**src/hdl/wdt_map.svh**
```systemverilog
`ifndef WDT_MAP_SVH
`define WDT_MAP_SVH

// Register offsets on the plain register port
`define WDT_ADDR_CTRL_ONE 8'h34
`define WDT_ADDR_KEY_CODE 8'h35
`define WDT_ADDR_STATUS 8'h36

// Field positions in watchdog_control_one
`define WDT_BIT_ENABLE 3
`define WDT_BIT_TT_HI 2
`define WDT_BIT_TT_LO 1
`define WDT_BIT_ACTION 0

// Reset values
`define WDT_CTRL_ONE_RESET 8'h09
`define WDT_TT_RESET 2'h0
`define WDT_ACTION_RESET 1'h1

// Key codes
`define WDT_CODE_CLEAR 8'h4E
`define WDT_CODE_DISABLE 8'hB1

// Divider widths: tap for code 00 before the two-stage counter
`define WDT_HF_DIV_BITS 23
`define WDT_LF_DIV_BITS 15

// Timing of the reset request
`define WDT_CLK_PERIOD_NS 5
`define WDT_RESET_TIME_NS 120
`define WDT_RESET_CYCLES (`WDT_RESET_TIME_NS / `WDT_CLK_PERIOD_NS)
`define WDT_RESET_CNT_BITS 5

`endif

```
**src/hdl/wdt_pkg.sv**
```systemverilog
`default_nettype none

package wdt_pkg;

  // Run state of the watchdog
  typedef enum logic [1:0] {
    WDT_ST_RUN = 2'b00,
    WDT_ST_ARMED_OFF = 2'b01,
    WDT_ST_OFF = 2'b10
  } wdt_state_t;

endpackage

`default_nettype wire

```
**src/hdl/wdt_divider.sv**
```systemverilog
`timescale 1ns/10ps
`default_nettype none
`include "wdt_map.svh"

module wdt_divider #(
  parameter int HF_BITS = `WDT_HF_DIV_BITS,
  parameter int LF_BITS = `WDT_LF_DIV_BITS
) (
  input wire logic clock_in,
  input wire logic rst_n_in,
  input wire logic low_freq_clock_in,
  input wire logic hold_in,
  input wire logic use_low_in,
  input wire logic [1:0] time_sel_in,
  output logic tick_out
);

  logic [HF_BITS-1:0] hf_div_r;
  logic [HF_BITS-1:0] hf_div_nxt;
  logic [LF_BITS-1:0] lf_div_r;
  logic [LF_BITS-1:0] lf_div_nxt;
  logic lf_sync1_r;
  logic lf_sync2_r;
  logic lf_prev_r;
  logic tick_r;
  logic tick_nxt;
  logic lf_rise;
  logic [HF_BITS-1:0] hf_mask;
  logic [LF_BITS-1:0] lf_mask;

  // Dividers never see the clear code; only the hold modes stop them
  always_comb
  begin
    lf_rise = lf_sync2_r & ~lf_prev_r;
    hf_mask = {HF_BITS{1'b1}} >> {time_sel_in, 1'b0};
    lf_mask = {LF_BITS{1'b1}} >> {time_sel_in, 1'b0};
    hf_div_nxt = hold_in ? hf_div_r : HF_BITS'(hf_div_r + 1'b1);
    lf_div_nxt = (hold_in || !lf_rise) ? lf_div_r :
                 LF_BITS'(lf_div_r + 1'b1);
    if (hold_in)
    begin
      tick_nxt = 1'b0;
    end
    else if (use_low_in)
    begin
      tick_nxt = lf_rise && (&(lf_div_r | ~lf_mask));
    end
    else
    begin
      tick_nxt = &(hf_div_r | ~hf_mask);
    end
  end

  // Low clock pin passes two flops before the edge detector
  always_ff @(posedge clock_in or negedge rst_n_in)
  begin
    if (!rst_n_in)
    begin
      hf_div_r <= '0;
      lf_div_r <= '0;
      lf_sync1_r <= 1'b0;
      lf_sync2_r <= 1'b0;
      lf_prev_r <= 1'b0;
      tick_r <= 1'b0;
    end
    else
    begin
      hf_div_r <= hf_div_nxt;
      lf_div_r <= lf_div_nxt;
      lf_sync1_r <= low_freq_clock_in;
      lf_sync2_r <= lf_sync1_r;
      lf_prev_r <= lf_sync2_r;
      tick_r <= tick_nxt;
    end
  end

  assign tick_out = tick_r;

endmodule
`default_nettype wire

```
**src/hdl/wdt_reset_stretch.sv**
```systemverilog
`timescale 1ns/10ps
`default_nettype none
`include "wdt_map.svh"

module wdt_reset_stretch (
  input wire logic clock_in,
  input wire logic rst_n_in,
  input wire logic trig_in,
  output logic active_out
);

  localparam logic [`WDT_RESET_CNT_BITS-1:0] RESET_CYCLES =
    `WDT_RESET_CNT_BITS'(`WDT_RESET_CYCLES);

  logic [`WDT_RESET_CNT_BITS-1:0] cnt_r;
  logic [`WDT_RESET_CNT_BITS-1:0] cnt_nxt;
  logic active_r;
  logic active_nxt;

  // A new trigger restarts the full length, so repeated triggers hold it past the limit
  always_comb
  begin
    if (trig_in)
    begin
      cnt_nxt = RESET_CYCLES;
    end
    else if (cnt_r != '0)
    begin
      cnt_nxt = cnt_r - 1'b1;
    end
    else
    begin
      cnt_nxt = cnt_r;
    end
    active_nxt = (cnt_nxt != '0);
  end

  // Counter and output flop
  always_ff @(posedge clock_in or negedge rst_n_in)
  begin
    if (!rst_n_in)
    begin
      cnt_r <= '0;
      active_r <= 1'b0;
    end
    else
    begin
      cnt_r <= cnt_nxt;
      active_r <= active_nxt;
    end
  end

  assign active_out = active_r;

endmodule
`default_nettype wire

```
**src/hdl/wdt_top.sv**
```systemverilog
// Notes on behaviour
// - Watchdog is enabled and counting right after reset release.
// - Overflow action resets to reset request; may change once.
// - Overflow with action bit 1 issues a reset request.
// - Overflow with action bit 0 raises the watchdog interrupt.
// - Count freezes in stop, idle and sleep, then resumes.
// - Divider plus two-stage counter; clear code clears counter only.
// - Time select picks period, each step divides by four.
// - Once action bit is 0, writes of 1 are ignored.
// - Control one is write-only; reads give no useful data.
// - Disable code acts only while the enable bit is already 0.
// - With interrupt action, overflow serves as periodic interrupt.
// - While disabled, the binary counter is held cleared.
// - Watchdog interrupt is non-maskable.
// - Reset request lasts 24 high-frequency clocks; each new overflow restarts the full length.
`timescale 1ns/10ps
`default_nettype none
`include "wdt_map.svh"

module wdt_top #(
  parameter int HF_DIV_BITS = `WDT_HF_DIV_BITS,
  parameter int LF_DIV_BITS = `WDT_LF_DIV_BITS
) (
  input wire logic clock_in,
  input wire logic rst_n_in,
  input wire logic [7:0] addr_in,
  input wire logic [7:0] wr_data_in,
  input wire logic wr_en_in,
  input wire logic rd_en_in,
  input wire logic low_freq_clock_in,
  input wire logic slow_mode_in,
  input wire logic stop_mode_in,
  input wire logic idle_mode_in,
  input wire logic sleep_mode_in,
  input wire logic divider_stage_select_in,
  output logic [7:0] rd_data_out,
  output logic watchdog_interrupt_request_out,
  output logic wdt_reset_request_out
);

  logic rst_sync1_r;
  logic rst_sync2_r;
  logic rst_n;

  wdt_pkg::wdt_state_t state_r;
  wdt_pkg::wdt_state_t state_nxt;
  logic [1:0] tt_r;
  logic [1:0] tt_nxt;
  logic action_r;
  logic action_nxt;
  logic [1:0] count_r;
  logic [1:0] count_nxt;
  logic irq_r;
  logic irq_nxt;
  logic [7:0] rd_data_r;
  logic [7:0] rd_data_nxt;

  logic wr_ctrl;
  logic wr_key;
  logic clear_wr;
  logic disable_wr;
  logic hold;
  logic use_low;
  logic tick;
  logic counting;
  logic overflow;
  logic reset_trig;

  // Reset release passes two flops; assertion stays asynchronous
  always_ff @(posedge clock_in or negedge rst_n_in)
  begin
    if (!rst_n_in)
    begin
      rst_sync1_r <= 1'b0;
      rst_sync2_r <= 1'b0;
    end
    else
    begin
      rst_sync1_r <= 1'b1;
      rst_sync2_r <= rst_sync1_r;
    end
  end

  assign rst_n = rst_sync2_r;

  // Mode decode; mode inputs come from logic on this clock
  assign hold = stop_mode_in | idle_mode_in | sleep_mode_in;
  assign use_low = slow_mode_in | divider_stage_select_in;

  // Divider taps feeding the binary counter
  wdt_divider #(
    .HF_BITS(HF_DIV_BITS),
    .LF_BITS(LF_DIV_BITS)
  ) u_divider (
    .clock_in(clock_in),
    .rst_n_in(rst_n),
    .low_freq_clock_in(low_freq_clock_in),
    .hold_in(hold),
    .use_low_in(use_low),
    .time_sel_in(tt_r),
    .tick_out(tick)
  );

  // Register port decode
  assign wr_ctrl = wr_en_in && (addr_in == `WDT_ADDR_CTRL_ONE);
  assign wr_key = wr_en_in && (addr_in == `WDT_ADDR_KEY_CODE);
  assign clear_wr = wr_key && (wr_data_in == `WDT_CODE_CLEAR);
  assign disable_wr = wr_key && (wr_data_in == `WDT_CODE_DISABLE);

  // Counter keeps running, except in the hold modes, until the disable code lands
  assign counting = (state_r != wdt_pkg::WDT_ST_OFF) && !hold;
  // A clear in the tick cycle wins, so software never loses a late kick
  assign overflow = tick && counting && !clear_wr && (count_r == 2'h3);
  assign reset_trig = overflow && action_r;

  // Configuration and enable state
  always_comb
  begin
    state_nxt = state_r;
    tt_nxt = tt_r;
    action_nxt = action_r;
    if (wr_ctrl)
    begin
      tt_nxt = wr_data_in[`WDT_BIT_TT_HI:`WDT_BIT_TT_LO];
      // Only a step from reset to interrupt is possible
      action_nxt = action_r & wr_data_in[`WDT_BIT_ACTION];
      if (wr_data_in[`WDT_BIT_ENABLE])
      begin
        state_nxt = wdt_pkg::WDT_ST_RUN;
      end
      else if (state_r == wdt_pkg::WDT_ST_RUN)
      begin
        state_nxt = wdt_pkg::WDT_ST_ARMED_OFF;
      end
    end
    else if (disable_wr && state_r == wdt_pkg::WDT_ST_ARMED_OFF)
    begin
      state_nxt = wdt_pkg::WDT_ST_OFF;
    end
    // Other key values change nothing here
  end

  always_ff @(posedge clock_in or negedge rst_n)
  begin
    if (!rst_n)
    begin
      state_r <= wdt_pkg::WDT_ST_RUN;
      tt_r <= `WDT_TT_RESET;
      action_r <= `WDT_ACTION_RESET;
    end
    else
    begin
      state_r <= state_nxt;
      tt_r <= tt_nxt;
      action_r <= action_nxt;
    end
  end

  // Two-stage binary counter; overflow on the fourth tap tick
  always_comb
  begin
    count_nxt = count_r;
    if (state_r == wdt_pkg::WDT_ST_OFF)
    begin
      count_nxt = 2'h0;
    end
    else if (clear_wr)
    begin
      count_nxt = 2'h0;
    end
    else if (tick && counting)
    begin
      count_nxt = count_r + 2'h1;
    end
    // Periodic use: interrupt at every overflow, no mask in this path
    irq_nxt = overflow && !action_r;
  end

  always_ff @(posedge clock_in or negedge rst_n)
  begin
    if (!rst_n)
    begin
      count_r <= 2'h0;
      irq_r <= 1'b0;
    end
    else
    begin
      count_r <= count_nxt;
      irq_r <= irq_nxt;
    end
  end

  // Reset request held for the fixed reset time
  wdt_reset_stretch u_reset_stretch (
    .clock_in(clock_in),
    .rst_n_in(rst_n),
    .trig_in(reset_trig),
    .active_out(wdt_reset_request_out)
  );

  // Read path: control and key registers are write-only
  always_comb
  begin
    rd_data_nxt = 8'h00;
    if (rd_en_in)
    begin
      case (addr_in)
        `WDT_ADDR_CTRL_ONE: rd_data_nxt = 8'h00;
        `WDT_ADDR_KEY_CODE: rd_data_nxt = 8'h00;
        `WDT_ADDR_STATUS: rd_data_nxt = {hold,
                                         state_r != wdt_pkg::WDT_ST_OFF,
                                         count_r, tt_r, action_r,
                                         state_r == wdt_pkg::WDT_ST_RUN};
        default: rd_data_nxt = 8'h00;
      endcase
    end
  end

  always_ff @(posedge clock_in or negedge rst_n)
  begin
    if (!rst_n)
    begin
      rd_data_r <= 8'h00;
    end
    else
    begin
      rd_data_r <= rd_data_nxt;
    end
  end

  assign rd_data_out = rd_data_r;
  assign watchdog_interrupt_request_out = irq_r;

endmodule
`default_nettype wire

```
**config.mk**
```make
export PLATFORM = sky130hd
export DESIGN_NAME = wdt_top
export DESIGN_NICKNAME = d
export VERILOG_FILES = /design/src/hdl/wdt_pkg.sv /design/src/hdl/wdt_divider.sv /design/src/hdl/wdt_reset_stretch.sv /design/src/hdl/wdt_top.sv
export VERILOG_INCLUDE_DIRS = /design/src /design/src/hdl
export SDC_FILE = /design/constraint.sdc
export NUM_CORES = 1
export LEC_CHECK = 0
export ABC_AREA = 1
export BUFFER_PORTS_ARGS = -buffer_cell sky130_fd_sc_hd__buf_2
export CELL_PAD_IN_SITES_DETAIL_PLACEMENT = 1
export CELL_PAD_IN_SITES_GLOBAL_PLACEMENT = 1
export CORE_MARGIN = 1
export CORE_UTILIZATION = 40
export DETAILED_ROUTE_END_ITERATION = 12
export PLACE_DENSITY_LB_ADDON = 0.1
export SETUP_SLACK_MARGIN = 0.2
export SLEW_MARGIN = 20
export SYNTH_ARGS = -nofsm -noshare
export SYNTH_HDL_FRONTEND = slang
export SYNTH_HIERARCHICAL = 1
export SYNTH_SLANG_ARGS = --single-unit
```
**constraint.sdc**
```tcl
create_clock -name clock_in -period 5.8 [get_ports clock_in]
set_input_delay 0.87 -clock clock_in [delete_from_list [all_inputs] [get_ports clock_in]]
set_output_delay 0.87 -clock clock_in [all_outputs]
set_load 0.02 [all_outputs]
```
Word-level counts from Yosys, hierarchy flattened. Index checks and enable logic that the tools add are counted.

Add/sub/neg operators: 4. $mul: 0. Divide/modulo/power cells: 0. Magnitude comparators: 0. Equal/unequal tests: 10. Shift-type cells: 2. Multiplexer cells: 13. Bitwise logic cells: 10. Reductions and logical operators: 25.

Operators by type and width (count): 8-bit by 6-bit == test with 1-bit output, second input constant (3); 23-bit by 1-bit adder with 23-bit output, second input constant (1); 23-bit NOT (1); 23-bit OR (1); 23-bit AND reduction (1); 23-bit by 3-bit right shift with 23-bit output, first input constant (1); 8-bit 2-to-1 mux (2); 15-bit by 1-bit adder with 15-bit output, second input constant (1); 15-bit NOT (1); 15-bit OR (1); 15-bit AND reduction (1); 15-bit by 3-bit right shift with 15-bit output, first input constant (1); 2-bit 2-to-1 mux (7); 1-bit logical AND (12); 5-bit 2-to-1 mux (2); 5-bit nonzero test (2); 8-bit by 7-bit == test with 1-bit output, second input constant (1); 8-bit == test, second input constant (1); 5-bit by 1-bit subtractor with 5-bit output, second input constant (1); 2-bit == test, second input constant (2); 1-bit logical NOT (4); 3-bit by 2-bit inequality test with 1-bit output, second input constant (1); 1-bit OR (3); 3-bit nonzero test (1); other kinds (10) (12).

Register bits after elaboration: 66. Latch bits: 0. Bits in writable memories: 0. Bits in read-only memories: 0. Input bits: 26. Output and inout bits: 10. Word-level logic and storage cells: 80. Memories kept: 0.

Logic depth before layout (Yosys ltp). Gate-level depths: netlist (run 1).

Word-level depth: 10. Depth in mapped cells: 13. Mapped depth without buffers: 13.

Hierarchy. The synthesis (run 1) kept the hierarchy.

Modules (own cells, without submodules): wdt_divider (times used 1, cells an instance 252, area an instance 2163.3 um2, sequential area each 1051.0 um2); wdt_top (times used 1, cells an instance 96, area an instance 813.3 um2, sequential area each 451.7 um2); wdt_reset_stretch (times used 1, cells an instance 43, area an instance 330.3 um2, sequential area each 150.1 um2).

Worst setup path after synthesis (run 1). Ideal clock, no wire load.

Path type: in2reg. From: in idle_mode_in. To: reg u_divider.hf_div_r[18]. Setup time: 0.123 ns. Arrival: 1.913 ns. Required time: 5.677 ns. Setup slack: 3.764 ns. Cell stages on the path: 8. Cell sequence: nor3_4 > inv_1 > inv_4 > buf_6 > nand3_2 > nor2_2 > nand2_1 > xor2_1.

Cells in the longest elaborated chain, start to end: 2.

RTL lines: start, declared (line wdt_top.sv:33) `input wire logic idle_mode_in,`; 1-bit OR (2 in a row) (line wdt_top.sv:87) `assign hold = stop_mode_in | idle_mode_in | sleep_mode_in;`; net hold (line wdt_top.sv:62) `logic hold;`; end signal, assigned (line wdt_divider.sv:68) `hf_div_r <= hf_div_nxt;`; end, declared (line wdt_divider.sv:18) `logic [HF_BITS-1:0] hf_div_r;`.

The timed path passes the listed nets, and every way through them passes these cells. A chain may end at the register's enable or synchronous reset.

Worst setup path in the final report (run 1).
From: in idle_mode_in. To: reg u_divider.hf_div_r[19].

Same word-level chain as after synthesis.

==> flow_summary.json, run 1 <==
{
  "setup_viol": 0,
  "synthTopCellsByArea": "dfrtp_1, nand2_1, inv_1",
  "die_w_um": 92.9,
  "num_rows": 32,
  "via_per_inst": 4.79,
  "grt_pass1_wl_um": 12700,
  "grt_start_max_net_pins": 65,
  "netlist.top_cell.by_area": "dfrtp_1",
  "placed_cells": 528,
  "outcome": "completed",
  "leakagePower_nw": 2.04,
  "vdd_drop_max_mv": 0.106,
  "end_kind": "flop",
  "dr_total_vias": 2604,
  "rr_startpoint": "state_r[1]$_DFFE_PN0P_",
  "gr-total-overflow": 0,
  "routed_wirelength_um": 7110,
  "worstReg2RegEnd": "u_reset_stretch/active_out$_DFF_PN0_",
  "drtIter0Drc": 76,
  "finalSetupTns_ps": 0,
  "gp_congestion": 0.761,
  "fmax_ghz": 0.484,
  "initial_core_util": 0.421,
  "synth-seq-cells": 66,
  "grt_use_total": 0.191,
  "final_common_cell": "nand2_1",
  "clock_latency_ps": 340,
  "critPathMaxFanout": 6,
  "dr.pass1.iters": 4,
  "clockBufferDepth": 2,
  "synth_top_area_share": 0.492,
  "antenna_cells": 0,
  "grt_pass1_vias": 2837,
  "syn_area_mm2": 0.00331,
  "cts-resized-gates": 0,
  "drive_above_1_share": 0.188,
  "min_period_ps": 2070,
  "cts_made_buffers": 9,
  "cts_tree": "yes",
  "nets": 467,
  "hold_path_class": "in2async",
  "path_class": "in2reg",
  "hold_ws_ps": 309,
  "syn_to_final_growth_pct": 15.7,
  "path_clk_slew_ps": 70,
  "clock-sinks": 66,
  "cp_data_arrival_time_ps": 2290,
  "wire_per_inst_um": 13.1,
  "worstMarginPinSlew_ps": 807,
  "finalCritPeriodShare": 0.356,
  "ff2ff_setup_slack_ps": 4200,
  "synth.avg_cell_area_um2": 8.46,
  "dp_hpwl_um": 5530,
  "crit_start": "idle_mode_in",
  "r2r.worst_path.cells": 10,
  "rsz0062_at_grt": "no",
  "post_cts_buffers": 0,
  "h-tree-depth": 3,
  "ant_nets": 0,
  "clock_skew_ps": 8.68,
  "coreArea_mm2": 0.00785,
  "power.density_mw_per_mm2": 305,
  "fin_area_mm2": 0.00382,
  "cts_root_buffer": "clkbuf_8",
  "cts_hold_buf": 0,
  "slew_headroom": 0.462,
  "place_area_mm2": 0.00361,
  "ys_seq_area_frac": 0.500,
  "cp-start-kind": "primary input",
  "max-cap-violations": 0,
  "ys_types": 30,
  "final_cell_mix": "nand2_1, dfrtp_1, inv_1",
  "synthCells": 391,
  "die_h_um": 92.9,
  "antenna_found_initial": 0,
  "finalMaxSlewViolations": 0,
  "hold_viol": 0,
  "ios": 36,
  "finalNonFillerCells": 544,
  "numPortBuffers": 35,
  "critPathRequiredTime_ps": 6020,
  "synth_warnings": 6,
  "dieArea_mm2": 0.00864,
  "route.detailed.drc": 0,
  "synth.net_count": 421
}
state kept, by name, summed over array words and instances, names as in the netlist:
| register | count |
|---|---|
| action_r | 1 |
| count_r | 2 |
| rd_data_out | 8 |
| rst_n | 1 |
| rst_sync1_r | 1 |
| state_r | 2 |
| tt_r | 2 |
| u_divider/hf_div_r | 23 |
| u_divider/lf_div_r | 15 |
| u_divider/lf_prev_r | 1 |
| u_divider/lf_sync1_r | 1 |
| u_divider/lf_sync2_r | 1 |
| u_divider/tick_out | 1 |
| u_reset_stretch/active_out | 1 |
| u_reset_stretch/cnt_r | 5 |
| watchdog_interrupt_request_out | 1 |
power breakdown:
group          total, mW  switching [mW]  internal [mW]
sequential         0.549          0.0425          0.506
clock              0.423           0.172          0.251
combinational      0.193           0.120         0.0738
per-stage QoR:
stage,setup slack (ps),utilization,power (mW)
after global placement,3390,0.460,0.742
after floorplan,3760,-,0.696
after CTS,3710,0.487,1.19
final,3730,0.487,1.17
after detailed placement,3350,0.460,0.755
after global routing,3600,0.487,1.24
kinds of logic after synthesis:
kind of cell               Yosys count  synth area share
xor gates and xnor gates            30            0.0795
DFF                                 66             0.500
buffers and inverters               65            0.0768
and+or+nand+nor                    216             0.313
other                                1           0.00113
adders and majority gates            4            0.0151
AOI/OAI and AO/OA                    9            0.0151
routing by layer:
metal  GRT usage  part of all wire  vias up
li1            -                 -     1287
met1       0.235              0.46     1271
met2       0.325              0.49       34
met3      0.0419             0.027       12
met4      0.0718             0.018        0
met5           0                 0        -
synth_stat cells (all sizes together):
cell type / instances
nand4: 11
nor3: 10
o22ai: 1
ha: 4
conb: 1
nand2: 110
dfrtp: 65
nor2: 54
inv: 64
xor2: 15
nand3b: 2
buf: 1
dfstp: 1
xnor2: 15
a21oi: 4
nand3: 27
nor4: 1
or2: 1
o21ai: 4
final cells by class:
type / count / area (um2)
Multi-Input combinational cell: 260 / 1400
Sequential cell: 66 / 1650
Tap cell: 102 / 128
Clock buffer: 10 / 138
Fill cell: 992 / 4020
Timing Repair Buffer: 36 / 183
Inverter: 64 / 243
Clock inverter: 6 / 80.1
how the worst max path moves through the flow:
stage | to | depth (start not counted) | slack, ps
detailed placement | u_divider/hf_div_r[20]$_DFFE_PN0N_ | 10 | 3350
floorplan | u_divider/hf_div_r[18]$_DFFE_PN0N_ | 8 | 3760
global placement | u_divider/lf_div_r[10]$_DFFE_PN0N_ | 9 | 3390
CTS | u_divider/lf_div_r[11]$_DFFE_PN0N_ | 9 | 3710
finish | u_divider/hf_div_r[19]$_DFFE_PN0N_ | 7 | 3730
global route | u_divider/hf_div_r[19]$_DFFE_PN0N_ | 7 | 3600
critical path: stages:
cell and delay (ps):
buf_2 110, nor3_4 270, inv_1 220, nor4_1 550, nand2_1 120, nand2_1 100
nand2_1 50
Note: power is estimated with default switching activity, not from simulation.
==> run 2: changes to the inputs <==
==> constraint.sdc (replaced) <==
create_clock -name clock_in -period 2.05 [get_ports clock_in]
set_input_delay 0.3075 -clock clock_in [delete_from_list [all_inputs] [get_ports clock_in]]
set_output_delay 0.3075 -clock clock_in [all_outputs]
set_load 0.02 [all_outputs]
==> run 2 against run 1 <==
- via count is 0.73% lower
- core utilization is 0.67 points higher
- first-iteration DRC count fell by 26%
- worst setup slack worse by 3300 ps
- sequential share of layout area fell by 0.59 points
- clock skew hardly changed
- cell area is 1.4% higher
- highest routed layer unchanged
==> flow_summary.json, run 2 (same netlist as run 1, synthesis figures left out) <==
{
  "worstReg2RegEnd": "u_reset_stretch/active_out$_DFF_PN0_",
  "critPathRequiredTime_ps": 2280,
  "gr-total-overflow": 0,
  "crit_path_max_incr_delay_ps": 420,
  "clockBufferDepth": 2,
  "drive_above_1_share": 0.189,
  "syn_to_final_growth_pct": 17.3,
  "finalMaxSlewViolations": 0,
  "wire_per_inst_um": 13.1,
  "routed_wirelength_um": 7150,
  "fmax_ghz": 0.611,
  "antenna_cells": 0,
  "finalCritPeriodShare": 0.798,
  "path_cells": "nand2_1 -> inv_1 -> nor2_4 -> nand3_2 -> nor2_1 -> inv_1 -> nand3_1 -> nand2_1 -> nor2_1 -> nand2_1",
  "die_w_um": 92.9,
  "cpMostUsedCell": "nand2_1",
  "dp_hpwl_um": 5380,
  "cp-start-kind": "flop",
  "power.density_mw_per_mm2": 877,
  "antenna_found_initial": 0,
  "clock_latency_ps": 340,
  "grt_pass1_vias": 2790,
  "worstMarginPinSlew_ps": 546,
  "leakagePower_nw": 2.06,
  "cts-resized-gates": 0,
  "grt_pass1_wl_um": 12800,
  "cts_tree": "yes",
  "rsz0062_at_grt": "no",
  "fin_util": 0.494,
  "rr_startpoint": "state_r[1]$_DFFE_PN0P_",
  "endpoint": "u_reset_stretch/active_out$_DFF_PN0_",
  "clock_skew_ps": 8.91,
  "cts_root_buffer": "clkbuf_8",
  "nets": 470,
  "vdd_drop_max_mv": 0.411,
  "cp_slowest_cell": "dfrtp_1",
  "path_class": "reg2reg",
  "final_common_cell": "nand2_1",
  "numPortBuffers": 35,
  "cp_data_arrival_time_ps": 1870,
  "cts_made_buffers": 9,
  "clock-sinks": 66,
  "end_kind": "flop",
  "ff2ff_setup_slack_ps": 410,
  "dr.pass1.iters": 4,
  "initial_core_util": 0.421,
  "grt_use_total": 0.192,
  "min_period_ps": 1640,
  "num_rows": 32,
  "setup_viol": 0,
  "ios": 36,
  "largest_reg_flops": 23,
  "dieArea_mm2": 0.00864,
  "grt_start_max_net_pins": 35,
  "via_per_inst": 4.73,
  "h-tree-depth": 3,
  "gp_congestion": 0.761,
  "slew_headroom": 0.636,
  "route.detailed.drc": 0,
  "r2r.worst_path.cells": 10,
  "die_h_um": 92.9,
  "drtIter0Drc": 56,
  "dr_total_vias": 2585,
  "hold_path_class": "in2reg",
  "critPathMaxFanout": 4,
  "final_cell_mix": "nand2_1, dfrtp_1, inv_1",
  "whs_path_depth": 1,
  "largest-register": "u_divider/hf_div_r",
  "ant_nets": 0,
  "coreArea_mm2": 0.00785,
  "hold_viol": 0,
  "crit_start": "state_r[1]$_DFFE_PN0P_",
  "outcome": "completed",
  "path_clk_slew_ps": 70,
  "finalSetupTns_ps": 0,
  "max-cap-violations": 0
}
-- run 2: worst min path at each step --
| stage | slack, ps | endpoint | startpoint |
|---|---|---|---|
| detailed placement | 100 | rst_sync1_r$_DFF_PN0_ | rst_n_in |
| CTS | 60 | u_divider/lf_sync1_r$_DFF_PN0_ | low_freq_clock_in |
| global placement | 90 | rst_sync1_r$_DFF_PN0_ | rst_n_in |
| global route | 60 | u_divider/lf_sync1_r$_DFF_PN0_ | low_freq_clock_in |
| finish | 70 | u_divider/lf_sync1_r$_DFF_PN0_ | low_freq_clock_in |
| floorplan | 10 | rst_n$_DFF_PN0_ | rst_n_in |
-- run 2: repair_timing --
action | CTS | global route
hold buffers | 1 | 0
endpoints found under the hold margin | 2 | 0
setup buffers | 0 | 0
endpoints found under the setup margin | 0 | 0
-- run 2: layout make-up --
| type | instances | area (um2) |
|---|---|---|
| Clock buffer | 10 | 128 |
| Clock inverter | 6 | 105 |
| Fill cell | 976 | 3970 |
| Inverter | 64 | 243 |
| Multi-Input combinational cell | 260 | 1400 |
| Sequential cell | 66 | 1650 |
| Tap cell | 102 | 128 |
| Timing Repair Buffer | 39 | 220 |
-- run 2: critical path: cells and delay by family (launching register included) --
| family | cells | cell delay [ps] |
|---|---|---|
| simple gates | 8 | 870 |
| flops | 1 | 420 |
| buf+inv | 2 | 240 |
-- run 2: power breakdown --
group | switching [mW] | internal (mW) | total (mW) | leakage (nW)
clock network | 0.493 | 0.802 | 1.29 | 0.120
registers | 0.128 | 1.43 | 1.56 | 0.842
logic | 0.332 | 0.215 | 0.547 | 1.10
total | 0.952 | 2.45 | 3.40 | 2.06
-- run 2: per-stage QoR --
| step | hold WS [ps] | area, um2 | setup slack, ps | power, mW | instances |
|---|---|---|---|---|---|
| 6_report | 74.6 | 3880 | 414 | 3.40 | 547 |
| 5_1_grt | 58.3 | 3880 | 242 | 3.61 | 547 |
| 4_1_cts | 64.4 | 3880 | 422 | 3.45 | 547 |
| 3_5_place_dp | 95.4 | 3630 | 220 | 2.14 | 530 |
| 3_3_place_gp | 93.3 | 3630 | 249 | 2.11 | 530 |
| 2_1_floorplan | 11.9 | 3310 | 577 | 1.97 | 391 |
-- run 2: metal layers --
metal	vias up	wire [um]	global-route usage
met1	1246	3430	0.251
met2	34	3410	0.315
met3	10	207	0.0476
li1	1295	-	-
met4	0	94	0.0551
met5	-	0	0
